===== src/inc/rtc_pkg.sv =====
package rtc_pkg;
   // register indexes; byte address is four times the index
   localparam logic [4:0] IDX_MAIN_CTRL = 5'h00;
   localparam logic [4:0] IDX_STATUS = 5'h01;
   localparam logic [4:0] IDX_IRQ_EN = 5'h02;
   localparam logic [4:0] IDX_FLAGS = 5'h03;
   localparam logic [4:0] IDX_CRYSTAL_CALIBRATION_REG = 5'h06;
   localparam logic [4:0] IDX_SRC_SEL = 5'h07;
   localparam logic [4:0] IDX_COUNT = 5'h08;
   localparam logic [4:0] IDX_PERIOD = 5'h0A;
   localparam logic [4:0] IDX_COMPARE = 5'h0C;
   localparam logic [4:0] IDX_PIT_CTRL = 5'h10;
   localparam logic [4:0] IDX_PIT_STATUS = 5'h11;
   localparam logic [4:0] IDX_PIT_IRQ_EN = 5'h12;
   localparam logic [4:0] IDX_PIT_FLAGS = 5'h13;
   // main control fields
   localparam int CTL_CNT_EN = 0;
   localparam int CTL_CORR_EN = 1;
   localparam int CTL_PRESC_LSB = 3;
   localparam int CTL_STBY_RUN = 7;
   // status busy bits
   localparam int BSY_CTRL = 0;
   localparam int BSY_CNT = 1;
   localparam int BSY_PER = 2;
   localparam int BSY_CMP = 3;
   // flag and irq enable bits, calibration sign bit and periodic control fields
   localparam int FLG_WRAP = 0;
   localparam int FLG_CMP = 1;
   localparam int CAL_SIGN = 7;
   localparam int PIT_EN_BIT = 0;
   localparam int PIT_PER_LSB = 3;
   localparam logic [3:0] PIT_PER_MAX = 4'hE;
   // reset values
   localparam logic [7:0] CTRL_RST = 8'h00;
   localparam logic [15:0] PERIOD_RST = 16'hFFFF;
   localparam logic [15:0] COMPARE_RST = 16'h0000;
   localparam logic [7:0] CRYSTAL_CALIBRATION_REG_RST = 8'h00;
   // timing
   localparam int CORR_INTERVAL = 1000000;
   localparam int PIT_EV_LSB = 5;
   localparam logic [4:0] OSC_DIV_LAST = 5'h1F;
   typedef enum logic [1:0] {
      RTC_SRC_OSC = 2'h0,
      RTC_SRC_OSC_DIV32 = 2'h1,
      RTC_SRC_XTAL = 2'h2,
      RTC_SRC_EXT = 2'h3
   } rtc_src_t;
endpackage : rtc_pkg


===== src/core/rtc_core.sv =====
`timescale 1ns/1ps
// Operation
// - 16-bit counter advances per prescaled tick, compared to period and compare values.
// - compare flag and event on the first tick after count equals compare.
// - wrap flag and event on first tick after count equals period; count returns to zero.
// - 15-bit prescaler divides the timebase, ratio chosen by the prescale field.
// - source select picks crystal, external clock, internal oscillator or oscillator/32.
// - periodic tick timer runs whether or not the counter is enabled.
// - periodic irq every 4..32768 slow periods; level events for 64..8192.
// - counter enable bit one starts the counter, zero stops it.
// - periodic enable bit one starts the periodic timer, zero stops it.
// - counter tick and periodic timer share one prescaler counter.
// - prescaler runs while either enable is set and stops when both clear.
// - periodic output toggles each half period; each rising edge sets its flag.
// - correction enable applies the signed ppm error from the calibration register.
// - error magnitude cycles skipped or inserted evenly per million cycles, by sign.
// - correction steps of one ppm, at most 127 either way.
// - correction affects both the count value and periodic intervals.
// - clearing correction enable finishes the running correction interval first.
// - wrap and compare events last one slow period; periodic events are levels.
// - irq stays active while flag and its enable are both set.
// - busy flags for compare, period, count, control and periodic control writes.
// - counter runs in idle, in standby only with standby run; periodic always runs.
module rtc_core #(
   parameter int CORR_CYCLES = rtc_pkg::CORR_INTERVAL
) (
   input wire logic clk_sys,
   input wire logic srst,
   input wire logic wb_cyc_i,
   input wire logic wb_stb_i,
   input wire logic wb_we_i,
   input wire logic [6:0] wb_adr_i,
   input wire logic [3:0] wb_sel_i,
   input wire logic [31:0] wb_dat_i,
   output logic [31:0] wb_dat_o,
   output logic wb_ack_o,
   input wire logic crystal_in_pin,
   input wire logic ext_clk_in,
   input wire logic internal_low_power_osc,
   input wire logic sleep_idle,
   input wire logic sleep_standby,
   output logic rtc_irq,
   output logic pit_irq,
   output logic wrap_event,
   output logic compare_event,
   output logic [7:0] pit_events
);

   // bus request decode
   logic acc_req;
   logic wr_req;
   logic [4:0] idx;
   logic [15:0] wd;
   assign acc_req = wb_cyc_i & wb_stb_i & ~wb_ack_o;
   assign wr_req = acc_req & wb_we_i;
   assign idx = wb_adr_i[6:2];
   assign wd = wb_dat_i[15:0];

   function automatic logic [15:0] merge(input logic [15:0] old, input logic [15:0] d, input logic [1:0] sel);
      merge = {sel[1] ? d[15:8] : old[15:8], sel[0] ? d[7:0] : old[7:0]};
   endfunction : merge

   // software-visible registers
   logic [7:0] main_control_reg_ff;
   logic [15:0] period_value_ff;
   logic [15:0] compare_value_ff;
   logic [7:0] periodic_control_reg_ff;
   logic [7:0] crystal_calibration_reg_ff;
   logic [1:0] source_select_field_ff;
   logic [1:0] irq_enable_reg_ff;
   logic periodic_irq_enable_ff;
   logic [1:0] flags_ff;
   logic pit_flag_ff;
   logic [15:0] count_value_ff;
   logic [15:0] cnt_wr_ff;
   logic [3:0] busy_ff;
   logic periodic_control_sync_busy_ff;
   // values in effect on the slow timebase side
   logic [7:0] ctrl_act_ff;
   logic [15:0] per_act_ff;
   logic [15:0] cmp_act_ff;
   logic [7:0] pit_act_ff;

   logic wr_ctrl, wr_cnt, wr_per, wr_cmp, wr_pit;
   assign wr_ctrl = wr_req & (idx == rtc_pkg::IDX_MAIN_CTRL) & wb_sel_i[0];
   assign wr_cnt = wr_req & (idx == rtc_pkg::IDX_COUNT) & (|wb_sel_i[1:0]);
   assign wr_per = wr_req & (idx == rtc_pkg::IDX_PERIOD) & (|wb_sel_i[1:0]);
   assign wr_cmp = wr_req & (idx == rtc_pkg::IDX_COMPARE) & (|wb_sel_i[1:0]);
   assign wr_pit = wr_req & (idx == rtc_pkg::IDX_PIT_CTRL) & wb_sel_i[0];

   // slow timebase: rising edges of the selected source become one-cycle ticks
   logic [2:0] src_prev_ff;
   logic [4:0] osc_div_ff;
   logic xtal_rise, ext_rise, osc_rise, slow_tick;
   assign xtal_rise = crystal_in_pin & ~src_prev_ff[0];
   assign ext_rise = ext_clk_in & ~src_prev_ff[1];
   assign osc_rise = internal_low_power_osc & ~src_prev_ff[2];

   always_ff @(posedge clk_sys) begin
      if (srst) begin
         src_prev_ff <= 3'h0;
         osc_div_ff <= 5'h00;
      end else begin
         src_prev_ff <= {internal_low_power_osc, ext_clk_in, crystal_in_pin};
         if (osc_rise) begin
            osc_div_ff <= osc_div_ff + 5'h01;
         end
      end
   end

   always_comb begin
      unique case (rtc_pkg::rtc_src_t'(source_select_field_ff))
         rtc_pkg::RTC_SRC_OSC: slow_tick = osc_rise;
         rtc_pkg::RTC_SRC_OSC_DIV32: slow_tick = osc_rise & (osc_div_ff == rtc_pkg::OSC_DIV_LAST);
         rtc_pkg::RTC_SRC_XTAL: slow_tick = xtal_rise;
         rtc_pkg::RTC_SRC_EXT: slow_tick = ext_rise;
      endcase
   end

   // register writes; pending values move to the slow side on the next slow tick
   always_ff @(posedge clk_sys) begin
      if (srst) begin
         main_control_reg_ff <= rtc_pkg::CTRL_RST;
         period_value_ff <= rtc_pkg::PERIOD_RST;
         compare_value_ff <= rtc_pkg::COMPARE_RST;
         periodic_control_reg_ff <= rtc_pkg::CTRL_RST;
         crystal_calibration_reg_ff <= rtc_pkg::CRYSTAL_CALIBRATION_REG_RST;
         source_select_field_ff <= 2'h0;
         irq_enable_reg_ff <= 2'h0;
         periodic_irq_enable_ff <= 1'b0;
         cnt_wr_ff <= 16'h0000;
      end else if (wr_req & (|wb_sel_i[1:0])) begin
         // byte-wide registers live in lane 0 only
         unique case (idx)
            rtc_pkg::IDX_MAIN_CTRL: main_control_reg_ff <= wb_sel_i[0] ? wd[7:0] : main_control_reg_ff;
            rtc_pkg::IDX_CRYSTAL_CALIBRATION_REG: crystal_calibration_reg_ff <= wb_sel_i[0] ? wd[7:0] : crystal_calibration_reg_ff;
            rtc_pkg::IDX_SRC_SEL: source_select_field_ff <= wb_sel_i[0] ? wd[1:0] : source_select_field_ff;
            rtc_pkg::IDX_IRQ_EN: irq_enable_reg_ff <= wb_sel_i[0] ? wd[1:0] : irq_enable_reg_ff;
            rtc_pkg::IDX_PIT_CTRL: periodic_control_reg_ff <= wb_sel_i[0] ? wd[7:0] : periodic_control_reg_ff;
            rtc_pkg::IDX_PIT_IRQ_EN: periodic_irq_enable_ff <= wb_sel_i[0] ? wd[0] : periodic_irq_enable_ff;
            rtc_pkg::IDX_COUNT: cnt_wr_ff <= merge(count_value_ff, wd, wb_sel_i[1:0]);
            rtc_pkg::IDX_PERIOD: period_value_ff <= merge(period_value_ff, wd, wb_sel_i[1:0]);
            rtc_pkg::IDX_COMPARE: compare_value_ff <= merge(compare_value_ff, wd, wb_sel_i[1:0]);
            default: ;
         endcase
      end
   end

   // busy: a new write sets, applying at a slow tick clears; set wins
   always_ff @(posedge clk_sys) begin
      if (srst) begin
         busy_ff <= 4'h0;
         periodic_control_sync_busy_ff <= 1'b0;
         ctrl_act_ff <= rtc_pkg::CTRL_RST;
         per_act_ff <= rtc_pkg::PERIOD_RST;
         cmp_act_ff <= rtc_pkg::COMPARE_RST;
         pit_act_ff <= rtc_pkg::CTRL_RST;
      end else begin
         busy_ff[rtc_pkg::BSY_CTRL] <= wr_ctrl | (busy_ff[rtc_pkg::BSY_CTRL] & ~slow_tick);
         busy_ff[rtc_pkg::BSY_CNT] <= wr_cnt | (busy_ff[rtc_pkg::BSY_CNT] & ~slow_tick);
         busy_ff[rtc_pkg::BSY_PER] <= wr_per | (busy_ff[rtc_pkg::BSY_PER] & ~slow_tick);
         busy_ff[rtc_pkg::BSY_CMP] <= wr_cmp | (busy_ff[rtc_pkg::BSY_CMP] & ~slow_tick);
         periodic_control_sync_busy_ff <= wr_pit | (periodic_control_sync_busy_ff & ~slow_tick);
         ctrl_act_ff <= (slow_tick & busy_ff[rtc_pkg::BSY_CTRL]) ? main_control_reg_ff : ctrl_act_ff;
         per_act_ff <= (slow_tick & busy_ff[rtc_pkg::BSY_PER]) ? period_value_ff : per_act_ff;
         cmp_act_ff <= (slow_tick & busy_ff[rtc_pkg::BSY_CMP]) ? compare_value_ff : cmp_act_ff;
         pit_act_ff <= (slow_tick & periodic_control_sync_busy_ff) ? periodic_control_reg_ff : pit_act_ff;
      end
   end

   // shared prescaler with crystal correction
   logic cnt_en, pit_en, presc_run, rtc_run;
   logic [14:0] presc_ff;
   logic corr_active_ff, corr_neg_ff, extra_step_ff;
   logic [6:0] corr_err_ff;
   logic [19:0] interval_ff, accum_ff, accum_sum;
   logic corr_evt, interval_end, presc_step;
   assign cnt_en = ctrl_act_ff[rtc_pkg::CTL_CNT_EN];
   assign pit_en = pit_act_ff[rtc_pkg::PIT_EN_BIT];
   assign presc_run = cnt_en | pit_en;
   assign rtc_run = cnt_en & (~sleep_standby | ctrl_act_ff[rtc_pkg::CTL_STBY_RUN]);
   assign accum_sum = accum_ff + {13'h0000, corr_err_ff};
   assign corr_evt = slow_tick & presc_run & corr_active_ff & (accum_sum >= 20'(CORR_CYCLES));
   assign interval_end = slow_tick & presc_run & (interval_ff == 20'(CORR_CYCLES - 1));
   // inserted cycles hold the prescaler, skipped ones add a step one bus cycle later
   assign presc_step = (slow_tick & presc_run & ~(corr_evt & corr_neg_ff)) | extra_step_ff;

   always_ff @(posedge clk_sys) begin
      if (srst) begin
         corr_active_ff <= 1'b0;
         corr_neg_ff <= 1'b0;
         corr_err_ff <= 7'h00;
         interval_ff <= 20'h00000;
         accum_ff <= 20'h00000;
         extra_step_ff <= 1'b0;
      end else begin
         extra_step_ff <= corr_evt & ~corr_neg_ff;
         if (interval_end | (~corr_active_ff & slow_tick)) begin
            // a new interval only starts at a boundary, so a disable finishes the current one
            corr_active_ff <= ctrl_act_ff[rtc_pkg::CTL_CORR_EN];
            corr_neg_ff <= crystal_calibration_reg_ff[rtc_pkg::CAL_SIGN];
            corr_err_ff <= crystal_calibration_reg_ff[6:0];
            interval_ff <= 20'h00000;
            accum_ff <= 20'h00000;
         end else if (slow_tick & presc_run) begin
            interval_ff <= interval_ff + 20'h00001;
            accum_ff <= corr_evt ? accum_sum - 20'(CORR_CYCLES) : accum_sum;
         end
      end
   end

   always_ff @(posedge clk_sys) begin
      if (srst) begin
         presc_ff <= 15'h0000;
      end else if (presc_step) begin
         presc_ff <= presc_ff + 15'h0001;
      end
   end

   // main counter
   logic [3:0] presc_sel;
   logic [14:0] presc_mask;
   logic cnt_tick, at_per, at_cmp, cnt_load;
   assign presc_sel = ctrl_act_ff[rtc_pkg::CTL_PRESC_LSB +: 4];
   assign presc_mask = 15'((16'h0001 << presc_sel) - 16'h0001);
   assign cnt_tick = presc_step & rtc_run & ((presc_ff & presc_mask) == presc_mask);
   assign at_per = count_value_ff == per_act_ff;
   assign at_cmp = count_value_ff == cmp_act_ff;
   assign cnt_load = slow_tick & busy_ff[rtc_pkg::BSY_CNT];

   always_ff @(posedge clk_sys) begin
      if (srst) begin
         count_value_ff <= 16'h0000;
      end else if (cnt_load) begin
         count_value_ff <= cnt_wr_ff;
      end else if (cnt_tick) begin
         count_value_ff <= at_per ? 16'h0000 : count_value_ff + 16'h0001;
      end
   end

   // periodic tick timer: square wave from one prescaler bit
   logic [3:0] pit_per;
   logic pit_out_ff, pit_prev_ff;
   assign pit_per = pit_act_ff[rtc_pkg::PIT_PER_LSB +: 4];

   always_ff @(posedge clk_sys) begin
      if (srst) begin
         pit_out_ff <= 1'b0;
         pit_prev_ff <= 1'b0;
         pit_events <= 8'h00;
      end else begin
         pit_out_ff <= pit_en & (pit_per != 4'h0) & (pit_per <= rtc_pkg::PIT_PER_MAX) & presc_ff[pit_per];
         pit_prev_ff <= pit_out_ff;
         pit_events <= pit_en ? presc_ff[rtc_pkg::PIT_EV_LSB +: 8] : 8'h00;
      end
   end

   // flags: hardware set wins over a write-one clear
   logic [1:0] flag_clr;
   logic pit_clr, pit_set;
   assign flag_clr = (wr_req & wb_sel_i[0] & (idx == rtc_pkg::IDX_FLAGS)) ? wd[1:0] : 2'h0;
   assign pit_clr = wr_req & wb_sel_i[0] & (idx == rtc_pkg::IDX_PIT_FLAGS) & wd[0];
   assign pit_set = pit_out_ff & ~pit_prev_ff;

   always_ff @(posedge clk_sys) begin
      if (srst) begin
         flags_ff <= 2'h0;
         pit_flag_ff <= 1'b0;
         rtc_irq <= 1'b0;
         pit_irq <= 1'b0;
         wrap_event <= 1'b0;
         compare_event <= 1'b0;
      end else begin
         flags_ff[rtc_pkg::FLG_WRAP] <= (cnt_tick & at_per) | (flags_ff[rtc_pkg::FLG_WRAP] & ~flag_clr[0]);
         flags_ff[rtc_pkg::FLG_CMP] <= (cnt_tick & at_cmp) | (flags_ff[rtc_pkg::FLG_CMP] & ~flag_clr[1]);
         pit_flag_ff <= pit_set | (pit_flag_ff & ~pit_clr);
         rtc_irq <= |(flags_ff & irq_enable_reg_ff);
         pit_irq <= pit_flag_ff & periodic_irq_enable_ff;
         // wrap and compare events held until the next slow tick
         wrap_event <= (cnt_tick & at_per) | (wrap_event & ~slow_tick);
         compare_event <= (cnt_tick & at_cmp) | (compare_event & ~slow_tick);
      end
   end

   // bus slave: one wait state, unmapped reads return zero
   logic [15:0] rd;
   always_comb begin
      unique case (idx)
         rtc_pkg::IDX_MAIN_CTRL: rd = {8'h00, main_control_reg_ff};
         rtc_pkg::IDX_STATUS: rd = {12'h000, busy_ff};
         rtc_pkg::IDX_IRQ_EN: rd = {14'h0000, irq_enable_reg_ff};
         rtc_pkg::IDX_FLAGS: rd = {14'h0000, flags_ff};
         rtc_pkg::IDX_CRYSTAL_CALIBRATION_REG: rd = {8'h00, crystal_calibration_reg_ff};
         rtc_pkg::IDX_SRC_SEL: rd = {14'h0000, source_select_field_ff};
         rtc_pkg::IDX_COUNT: rd = count_value_ff;
         rtc_pkg::IDX_PERIOD: rd = period_value_ff;
         rtc_pkg::IDX_COMPARE: rd = compare_value_ff;
         rtc_pkg::IDX_PIT_CTRL: rd = {8'h00, periodic_control_reg_ff};
         rtc_pkg::IDX_PIT_STATUS: rd = {15'h0000, periodic_control_sync_busy_ff};
         rtc_pkg::IDX_PIT_IRQ_EN: rd = {15'h0000, periodic_irq_enable_ff};
         rtc_pkg::IDX_PIT_FLAGS: rd = {15'h0000, pit_flag_ff};
         default: rd = 16'h0000;
      endcase
   end

   always_ff @(posedge clk_sys) begin
      if (srst) begin
         wb_ack_o <= 1'b0;
         wb_dat_o <= 32'h00000000;
      end else begin
         wb_ack_o <= acc_req;
         if (acc_req & ~wb_we_i) begin
            wb_dat_o <= {16'h0000, rd};
         end
      end
   end
endmodule : rtc_core


===== config.mk =====
export PLATFORM = sky130hd
export DESIGN_NAME = rtc_core
export DESIGN_NICKNAME = d
export VERILOG_FILES = /design/src/inc/rtc_pkg.sv /design/src/core/rtc_core.sv
export SDC_FILE = /design/constraint.sdc
export NUM_CORES = 1
export LEC_CHECK = 0
export ABC_CLOCK_PERIOD_IN_PS = 5120
export BUFFER_PORTS_ARGS = -buffer_cell sky130_fd_sc_hd__buf_2
export CAP_MARGIN = 20
export CORE_MARGIN = 5
export CORE_UTILIZATION = 55
export DETAILED_ROUTE_END_ITERATION = 8
export PLACE_DENSITY = 0.85
export SLEW_MARGIN = 20
export SYNTH_ARGS = -nofsm -noshare
export SYNTH_HDL_FRONTEND = slang
export SYNTH_SLANG_ARGS = --single-unit

===== constraint.sdc =====
create_clock -name clk_sys -period 5.12 [get_ports clk_sys]
set_clock_uncertainty 0.1 [all_clocks]
set_input_delay 0.768 -clock clk_sys [delete_from_list [all_inputs] [get_ports clk_sys]]
set_output_delay 0.768 -clock clk_sys [all_outputs]
set_load 0.01 [all_outputs]

==> impl_metrics.tcl, run 1 <==
set metrics [dict create \
    p_comb_frac 0.033 \
    worst_pin_slew_ns 1.13 \
    min_period_ns 4.65 \
    cts_resized 0 \
    routed_via_density 6.17 \
    cpMaxStageDelayCell "a21oi_4" \
    dieHeight_um 160 \
    nets 1600 \
    hold_violations 0 \
    synth_cells 1539 \
    clk_path_buf_depth 3 \
    cts-hold-fix-buffers 0 \
    path_clk_slew_ns 0.06 \
    synth_edf_count 0 \
    maxCapViolations 0 \
    rows 54 \
    crit_buf_inv 2 \
    postCtsSetupBuffers 0 \
    endpoint_kind "flip-flop" \
    synth_top_cell_area_share 0.404 \
    timing.setup.tns_ns 0 \
    yosysTopAreaCell "dfxtp_1" \
    r2r_setup_slack_ns 0.47 \
    avgRoutedWirePerCell_um 17.8 \
    remaining_drc_errors 0 \
    critPathRequiredTime_ns 5.45 \
    area_growth_pct 9.58 \
    antenna_found_initial 1 \
    clkPwrFrac 0.487 \
    status "complete, no violations" \
    netSwitchingFraction 0.219 \
    ys_ff_latch 249 \
    overflow 0 \
    grt_pass1_wl_mm 52.5 \
    dpl-instance-area_um2 12600 \
    cts_tree "done" \
    cp-start-kind "flip-flop" \
    portBuffers 60 \
    rr_endpoint "count_value_ff[6]" \
    fmax_mhz 215 \
    reg2regPathDepth 17 \
    async_flop_share 0 \
    layout-drive-gt1-share 0.0943 \
    dp_cells 1783 \
    powerDensity_nw_per_um2 300 \
    ys_dominant_reg_cell "dfxtp_1" \
    setup.worst_path.start "corr_err_ff[0]" \
    core_um2 22000 \
    power.share.sequential 0.480 \
    intPower_w 0.00317 \
    r2r-start "corr_err_ff[0]" \
    first_global_vias 10300 \
    period_share 0.907 \
    hold_path_depth 2 \
    slew_violations 0 \
    first_pass_iters 5 \
    start_util 0.562 \
    dieArea_um2 25500 \
    slew_headroom 0.249 \
    grt_usage 0.241 \
    clock-sinks 249 \
    ys_seq_area_frac 0.404 \
    fin_cells 1830 \
    antenna_left 0 \
    stdcell_area_um2 13500 \
    hold_class "reg2reg" \
    boundaryPins 98 \
    vias 11300 \
    peakVddDrop_mv 0.246 \
    critical-path-top-delay-family "compound AO/OA/AOI/OAI gates" \
    place_ws_ns 0.550 \
    worstSetupEndpoint "count_value_ff[6]" \
    finalWorstSetupSlack_ns 0.474 \
    final-setup-viol-count 0 \
    cts_buffers 26 \
    netlist_area_um2 12300 \
    clock_latency_ns 0.53 \
    leakage_nw 4.98 \
    place_congestion 0.932 \
    synth_cell_types 77 \
    ys_warn_count 0 \
    crit_fanout 18 \
    rsz0062_at_grt "no" \
    wl_mm 32.6 \
    cts_root_buf "clkbuf_16" \
    grt_start_max_net_pins 126 \
    critPathKind "reg2reg" \
    h-tree-depth 1 \
    fp.dieW_um 160 \
    drt_iter0_markers 1142 \
    avgSynthCellArea_um2 8.02 \
    post-dp-hpwl_mm 22.0 \
    crit_chain "ha_1 -> inv_1 -> fa_1 -> nand2b_1 -> a21oi_1 -> nor3_1 -> or2_2 -> inv_1 -> ha_1 -> nand2_1 -> or3_1 -> nor4_1 -> o21ai_1 -> a211o_1 -> a21oi_4 -> o21ai_1 -> a311oi_1" \
    cp.depth 17 \
    cp.arrival_ns 4.98 \
    synthTopCellsByArea "dfxtp_1, nand2_1, a21oi_1, nor2_1, nand3_1" \
    max_stage_delay_ns 0.50 \
    power_switching_w 0.000889 \
]
Yosys cell counts (9+ instances only):
master / instances
nor3_1: 28
ha_1: 15
o21ai_0: 16
and3_1: 31
nand3b_1: 39
a31oi_1: 18
a22oi_1: 26
buf_1: 12
nor4_1: 9
or3_1: 9
and2_1: 17
nand2_1: 252
dfxtp_1: 249
xnor2_1: 40
xor2_1: 30
nor2_1: 138
a211oi_1: 28
a21oi_1: 150
nor2b_1: 10
clkbuf_1: 85
inv_1: 15
o21ai_1: 23
mux2i_1: 33
nand2b_1: 13
buf_4: 18
nand3_1: 80
nand4_1: 20
metal layers:
metal | GRT usage | share of wire | up-vias
met4 | 0.0868 | 0.037 | 2
met2 | 0.402 | 0.47 | 497
met1 | 0.318 | 0.41 | 5300
li1 | - | - | 5394
met5 | 0 | 0.00021 | -
met3 | 0.0374 | 0.081 | 99
per-stage QoR:
step / util / hold WS [ns] / power (W)
2_1_floorplan: - / 0.321 / 0.00208
3_3_place_gp: 0.575 / 0.342 / 0.00212
3_5_place_dp: 0.575 / 0.349 / 0.00212
4_1_cts: 0.615 / 0.357 / 0.00407
5_1_grt: 0.616 / 0.371 / 0.00416
6_report: 0.616 / 0.357 / 0.00405
sequential cells by signal, summed over array words and instances (netlist names), 15 cells and up:
register / cells
accum_ff: 20
cmp_act_ff: 16
cnt_wr_ff: 16
compare_value_ff: 16
count_value_ff: 16
interval_ff: 20
per_act_ff: 16
period_value_ff: 16
presc_ff: 15
wb_dat_o: 16
tightest hold or removal path: stages (launching register included):
cell	delay (ns)
dfxtp_1	0.31
nand2_1	0.05
a21oi_1	0.05
kinds of logic (layout without fill, tap and decap cells):
| logic type | count (synthesis) | after routing | synth area share |
|---|---|---|---|
| AOI/OAI and AO/OA | 343 | 343 | 0.178 |
| xor gates and xnor gates | 70 | 70 | 0.0497 |
| adders and majority gates | 16 | 16 | 0.0168 |
| buffers and inverters | 140 | 135 | 0.0506 |
| DFF | 249 | 249 | 0.404 |
| muxes | 41 | 41 | 0.0374 |
| other | 1 | 17 | 0.000304 |
| and+or+nand+nor | 679 | 679 | 0.264 |
power groups by stage:
stage               Sequential [W]  Combinational, W  Clock (W)
floorplan                  0.00199         0.0000955          0
global placement           0.00199          0.000129          0
detailed placement         0.00199          0.000131          0
CTS                        0.00195          0.000132    0.00199
global route               0.00194          0.000145    0.00207
finish                     0.00195          0.000136    0.00197
how the worst min path moves through the flow:
stage	end	slack (ns)	start
after CTS	src_prev_ff[1]	0.36	ext_clk_in
after detailed placement	compare_event	0.35	compare_event
final	accum_ff[5]	0.36	accum_ff[5]
after global routing	src_prev_ff[1]	0.37	ext_clk_in
after floorplan	extra_step_ff	0.32	corr_neg_ff
after global placement	periodic_control_reg_ff[2]	0.34	periodic_control_reg_ff[2]
placed cells by master (no fill, tap or decap), drive strengths merged, types with 31 or more instances in the layout:
master    n
dfxtp   249
mux2i    33
nor2    138
a21oi   153
buf      74
nand3b   39
xnor2    40
o21ai    39
and3     31
nand2   252
clkbuf   31
nand3    80
area by class of cell:
type | count | area (um2)
well taps | 280 | 350
repair buffers | 74 | 412
flip-flops and latches | 249 | 4980
fillers | 1880 | 8430
inverters | 15 | 56.3
diodes | 1 | 2.50
clock buffers | 31 | 711
clock inverters | 15 | 184
multi-input cells | 1165 | 6820
(Power assumes the default switching activity.)
==> run 2, diff against run 1 <==
Settings changed: CORE_UTILIZATION 55 to 60, PLACE_DENSITY 0.85 to 0.91.
==> run 2 against run 1 <==
  * Register-to-register slack improved by 0.097 ns
  * Sequential cell count unchanged
  * Via count increased by 1.8%
  * Clock power increased by 4%
  * Sequential share of layout area decreased by 0.082 points
  * Combinational power about the same
  * Design area increased by 0.22%
  * Die area decreased by 7.8%
  * Global-route usage increased by 3.0 points
  * Highest routed layer is now met4
==> impl_metrics.tcl, run 2 (synthesis results as in run 1) <==
set metrics [dict create \
    status "complete, no violations" \
    layout_commonest_cell "nand2_1" \
    grt_start_max_net_pins 104 \
    powerDensity_nw_per_um2 304 \
    dpl-instance-area_um2 12600 \
    drt_iter0_markers 1187 \
    avgRoutedWirePerCell_um 18.3 \
    peakVddDrop_mv 0.277 \
    path_clk_slew_ns 0.06 \
    portBuffers 60 \
    cp.arrival_ns 4.88 \
    dieHeight_um 153 \
    num-fill-cells 1563 \
    cts_root_buf "clkbuf_16" \
    cts-hold-fix-buffers 0 \
    place_congestion 0.965 \
    seqCellArea_um2 4980 \
    core_um2 20200 \
    start_util 0.610 \
    rows 52 \
    cp-start-kind "flip-flop" \
    cpMaxStageDelayCell "a21oi_4" \
    clock-sinks 249 \
    area_growth_pct 9.82 \
    clk_path_buf_depth 3 \
    first_pass_iters 9 \
    timing.hold.ws_ns 0.354 \
    cts_buffers 26 \
    wl_mm 33.2 \
    max_stage_delay_ns 0.54 \
    timing.setup.tns_ns 0 \
    routed_via_density 6.31 \
    hold_class "reg2reg" \
    reg2regPathDepth 17 \
    dieArea_um2 23500 \
    layout_common_cells "nand2_1, dfxtp_1, a21oi_1, nor2_1, nand3_1" \
    crit_chain "ha_1 -> inv_1 -> fa_1 -> nand2b_1 -> a21oi_1 -> nor3_1 -> or2_2 -> inv_1 -> ha_1 -> nand2_1 -> or3_1 -> nor4_1 -> o21ai_1 -> a211o_1 -> a21oi_4 -> o21ai_1 -> a311oi_1" \
    rsz0062_at_grt "no" \
    layout-drive-gt1-share 0.0928 \
    first_global_vias 10800 \
    rr_endpoint "count_value_ff[5]" \
    remaining_drc_errors 0 \
    antenna_left 0 \
    r2r_setup_slack_ns 0.57 \
    crit_fanout 18 \
    setup.worst_path.start "accum_ff[0]" \
    hold_violations 0 \
    multi_input_area_um2 6830 \
    h-tree-depth 1 \
    p_total_w 0.00412 \
    grt_pass1_wl_mm 54.0 \
    worst_pin_slew_ns 1.11 \
    clock_latency_ns 0.54 \
    overflow 0 \
    cts_tree "done" \
    stdcell_area_um2 13600 \
    antenna_found_initial 0 \
    boundaryPins 98 \
    postCtsSetupBuffers 0 \
    cts_resized 0 \
    final-setup-viol-count 0 \
    r2r-start "accum_ff[0]" \
    worstSetupEndpoint "count_value_ff[5]" \
    fp.dieW_um 153 \
    fmax_mhz 220 \
    slew_violations 0 \
    reg_top3 "accum_ff x20, interval_ff x20" \
    nets 1600 \
    maxCapViolations 0 \
    critPathKind "reg2reg" \
    post-dp-hpwl_mm 22.4 \
    leakage_nw 4.99 \
    grt_usage 0.271 \
    endpoint_kind "flip-flop" \
    critPathRequiredTime_ns 5.45 \
    min_period_ns 4.55 \
    period_share 0.888 \
    antenna_cells 0 \
    slew_headroom 0.260 \
    vias 11500 \
]
-- run 2: metrics by stage --
| stage | util | std cells | setup WS [ns] |
|---|---|---|---|
| finish | 0.670 | 1821 | 0.571 |
| global route | 0.670 | 1821 | 0.279 |
| CTS | 0.669 | 1821 | 0.574 |
| detailed placement | 0.623 | 1773 | 0.600 |
| global placement | 0.623 | 1773 | 0.709 |
| floorplan | - | 1554 | 1.24 |
-- run 2: area by class of cell --
| cell class | count | area share |
|---|---|---|
| clock buffer | 40 | 0.0586 |
| clock inverter | 8 | 0.0105 |
| inverter | 15 | 0.00415 |
| multi-input combinational | 1165 | 0.504 |
| sequential | 249 | 0.368 |
| tap | 270 | 0.0249 |
| timing repair buffer | 74 | 0.0304 |
-- run 2: critical path, delay by kind of cell (launching register included) --
family / cells / cell delay [ns]
AOI/OAI and AO/OA: 6 / 1.82
adders and majority gates: 3 / 0.74
buffers and inverters: 2 / 0.15
DFF: 1 / 0.34
and+or+nand+nor: 6 / 1.26
-- run 2: how the worst min path moves through the flow --
stage	from	endpoint	slack (ns)	depth (start not counted)
2_1_floorplan	corr_neg_ff	extra_step_ff	0.32	1
4_1_cts	compare_event	compare_event	0.35	2
6_report	compare_event	compare_event	0.35	2
3_5_place_dp	compare_event	compare_event	0.34	2
3_3_place_gp	wrap_event	wrap_event	0.34	2
5_1_grt	ext_clk_in	src_prev_ff[1]	0.36	2
-- run 2: layer usage --
metal,part of all wire,GRT usage,wire length (um)
met1,0.39,0.343,13000
met5,0,0,0
met4,0.050,0.133,1670
met3,0.087,0.0407,2890
met2,0.47,0.451,15700
-- run 2: report_power, final --
| group | internal, W | switching [W] |
|---|---|---|
| sequential | 0.00194 | 0.00000371 |
| combinational | 0.0000355 | 0.000101 |
| clock | 0.00127 | 0.000777 |
==> run 3, diff against run 2 <==
Settings changed: CTS_BUF_LIST set to sky130_fd_sc_hd__clkbuf_8, PLACE_DENSITY 0.91 to 0.8.
==> run 3 against run 2 <==
  * Total power down 9.6%
  * Non-clock buffer count up 1
  * Worst hold slack better by 0.0014 ns
  * Routed wire length down 3.1%
  * Sequential share of layout area up 0.44 points
  * Die area unchanged
  * Count of clock-buffer cells in the layout up 9
  * Combinational power about the same
  * Largest cell class unchanged
==> impl_metrics.tcl, run 3 (synthesis results as in run 1) <==
set metrics [dict create \
    status "complete, no violations" \
    remaining_drc_errors 0 \
    cp.arrival_ns 4.84 \
    crit_fanout 15 \
    slew_headroom 0.328 \
    clock-sinks 249 \
    rows 52 \
    powerDensity_nw_per_um2 278 \
    first_global_vias 10200 \
    cts_tree "done" \
    min_to "ctrl_act_ff[1]" \
    crit_buf_inv 3 \
    peakVddDrop_mv 0.196 \
    dieHeight_um 153 \
    avgRoutedWirePerCell_um 17.5 \
    post-dp-hpwl_mm 22.1 \
    setup.worst_path.start "corr_err_ff[0]" \
    antenna_cells 0 \
    hold_path_depth 2 \
    worst_pin_slew_ns 1.01 \
    endpoint_kind "flip-flop" \
    fmax_mhz 220 \
    rr_endpoint "presc_ff[1]" \
    layout-drive-gt1-share 0.0990 \
    p_total_w 0.00373 \
    final-setup-viol-count 0 \
    start_util 0.610 \
    cts-hold-fix-buffers 0 \
    period_share 0.886 \
    cts_buffers 42 \
    slew_violations 0 \
    r2r_setup_slack_ns 0.58 \
    fp.dieW_um 153 \
    core_um2 20200 \
    area_growth_pct 8.53 \
    maxCapViolations 0 \
    layout_commonest_cell "nand2_1" \
    cp-start-kind "flip-flop" \
    clk_path_buf_depth 3 \
    layout_common_cells "nand2_1, dfxtp_1, a21oi_1, nor2_1, nand3_1" \
    cpMaxStageDelayCell "a211o_1" \
    vias 11200 \
    critical-path-top-delay-family "simple AND/OR/NAND/NOR gates" \
    crit_chain "ha_1 -> inv_1 -> fa_1 -> nand2b_1 -> a21oi_1 -> nor3_1 -> or2_2 -> inv_1 -> ha_1 -> nand2_1 -> or3_1 -> nor4_1 -> o21ai_1 -> a211o_1 -> a21oi_4 -> buf_4 -> mux2i_1 -> nor2_1" \
    max_stage_delay_ns 0.43 \
    dieArea_um2 23500 \
    path_clk_slew_ns 0.06 \
    seqCellArea_um2 4980 \
    multi_input_area_um2 6830 \
    cts_resized 0 \
    leakage_nw 5.00 \
    grt_usage 0.263 \
    min_period_ns 4.54 \
    antenna_left 0 \
    first_pass_iters 6 \
    reg2regPathDepth 18 \
    rsz0062_at_grt "no" \
    dpl-instance-area_um2 12600 \
    stdcell_area_um2 13400 \
    fin_cells 1845 \
    boundaryPins 98 \
    place_congestion 0.928 \
    nets 1617 \
    critPathRequiredTime_ns 5.42 \
    overflow 0 \
    clock_latency_ns 0.55 \
    timing.setup.tns_ns 0 \
    h-tree-depth 2 \
    cts_root_buf "clkbuf_8" \
    dp_cells 1773 \
    postCtsSetupBuffers 0 \
    wl_mm 32.2 \
    antenna_found_initial 0 \
    grt_pass1_wl_mm 51.8 \
    hold_start "ctrl_act_ff[1]" \
    drt_iter0_markers 924 \
    hold_class "reg2reg" \
    r2r-start "corr_err_ff[0]" \
    reg_top3 "accum_ff x20, interval_ff x20" \
    num-fill-cells 1710 \
    portBuffers 60 \
    critPathKind "reg2reg" \
    routed_via_density 6.06 \
    hold_violations 0 \
    grt_start_max_net_pins 117 \
]
-- run 3: layout make-up --
cell class	instances	share of cell area
Tap cell	270	0.0252
Sequential cell	249	0.372
Clock buffer	49	0.0504
Timing Repair Buffer	75	0.0313
Clock inverter	22	0.00673
Inverter	15	0.00420
Multi-Input combinational cell	1165	0.510
-- run 3: per-layer routing --
layer / global-route usage / share of wire / vias up
met2: 0.416 / 0.46 / 424
met3: 0.0452 / 0.070 / 108
met1: 0.349 / 0.42 / 5226
met5: 0 / 0 / -
li1: - / - / 5428
met4: 0.129 / 0.045 / 0
-- run 3: worst max-delay path by stage --
stage,slack [ns],end,depth (start not counted)
2_1_floorplan,1.24,presc_ff[11],18
3_3_place_gp,0.70,presc_ff[1],18
3_5_place_dp,0.63,presc_ff[1],18
4_1_cts,0.60,presc_ff[1],18
5_1_grt,0.34,presc_ff[1],18
6_report,0.58,presc_ff[1],18
-- run 3: report_power, final --
part	internal, W	switching (W)	total, W
Clock	0.000862	0.000782	0.00164
Sequential	0.00194	0.00000355	0.00195
Combinational	0.0000361	0.000100	0.000136
Total	0.00284	0.000886	0.00373
-- run 3: stage by stage --
step / setup slack, ns / hold WS, ns / utilization
CTS: 0.604 / 0.334 / 0.661
finish: 0.581 / 0.356 / 0.662
global placement: 0.695 / 0.345 / 0.623
global route: 0.337 / 0.359 / 0.662
detailed placement: 0.626 / 0.349 / 0.623
floorplan: 1.24 / 0.321 / -
-- run 3: worst register-to-register path, stage by stage, from the launching register on --
cell	delay [ns]
dfxtp_1	0.33
ha_1	0.18
inv_1	0.06
fa_1	0.40
nand2b_1	0.23
a21oi_1	0.25
nor3_1	0.10
or2_2	0.30
inv_1	0.10
ha_1	0.15
nand2_1	0.05
or3_1	0.31
nor4_1	0.31
o21ai_1	0.18
a211o_1	0.43
a21oi_4	0.40
buf_4	0.26
mux2i_1	0.21
nor2_1	0.05
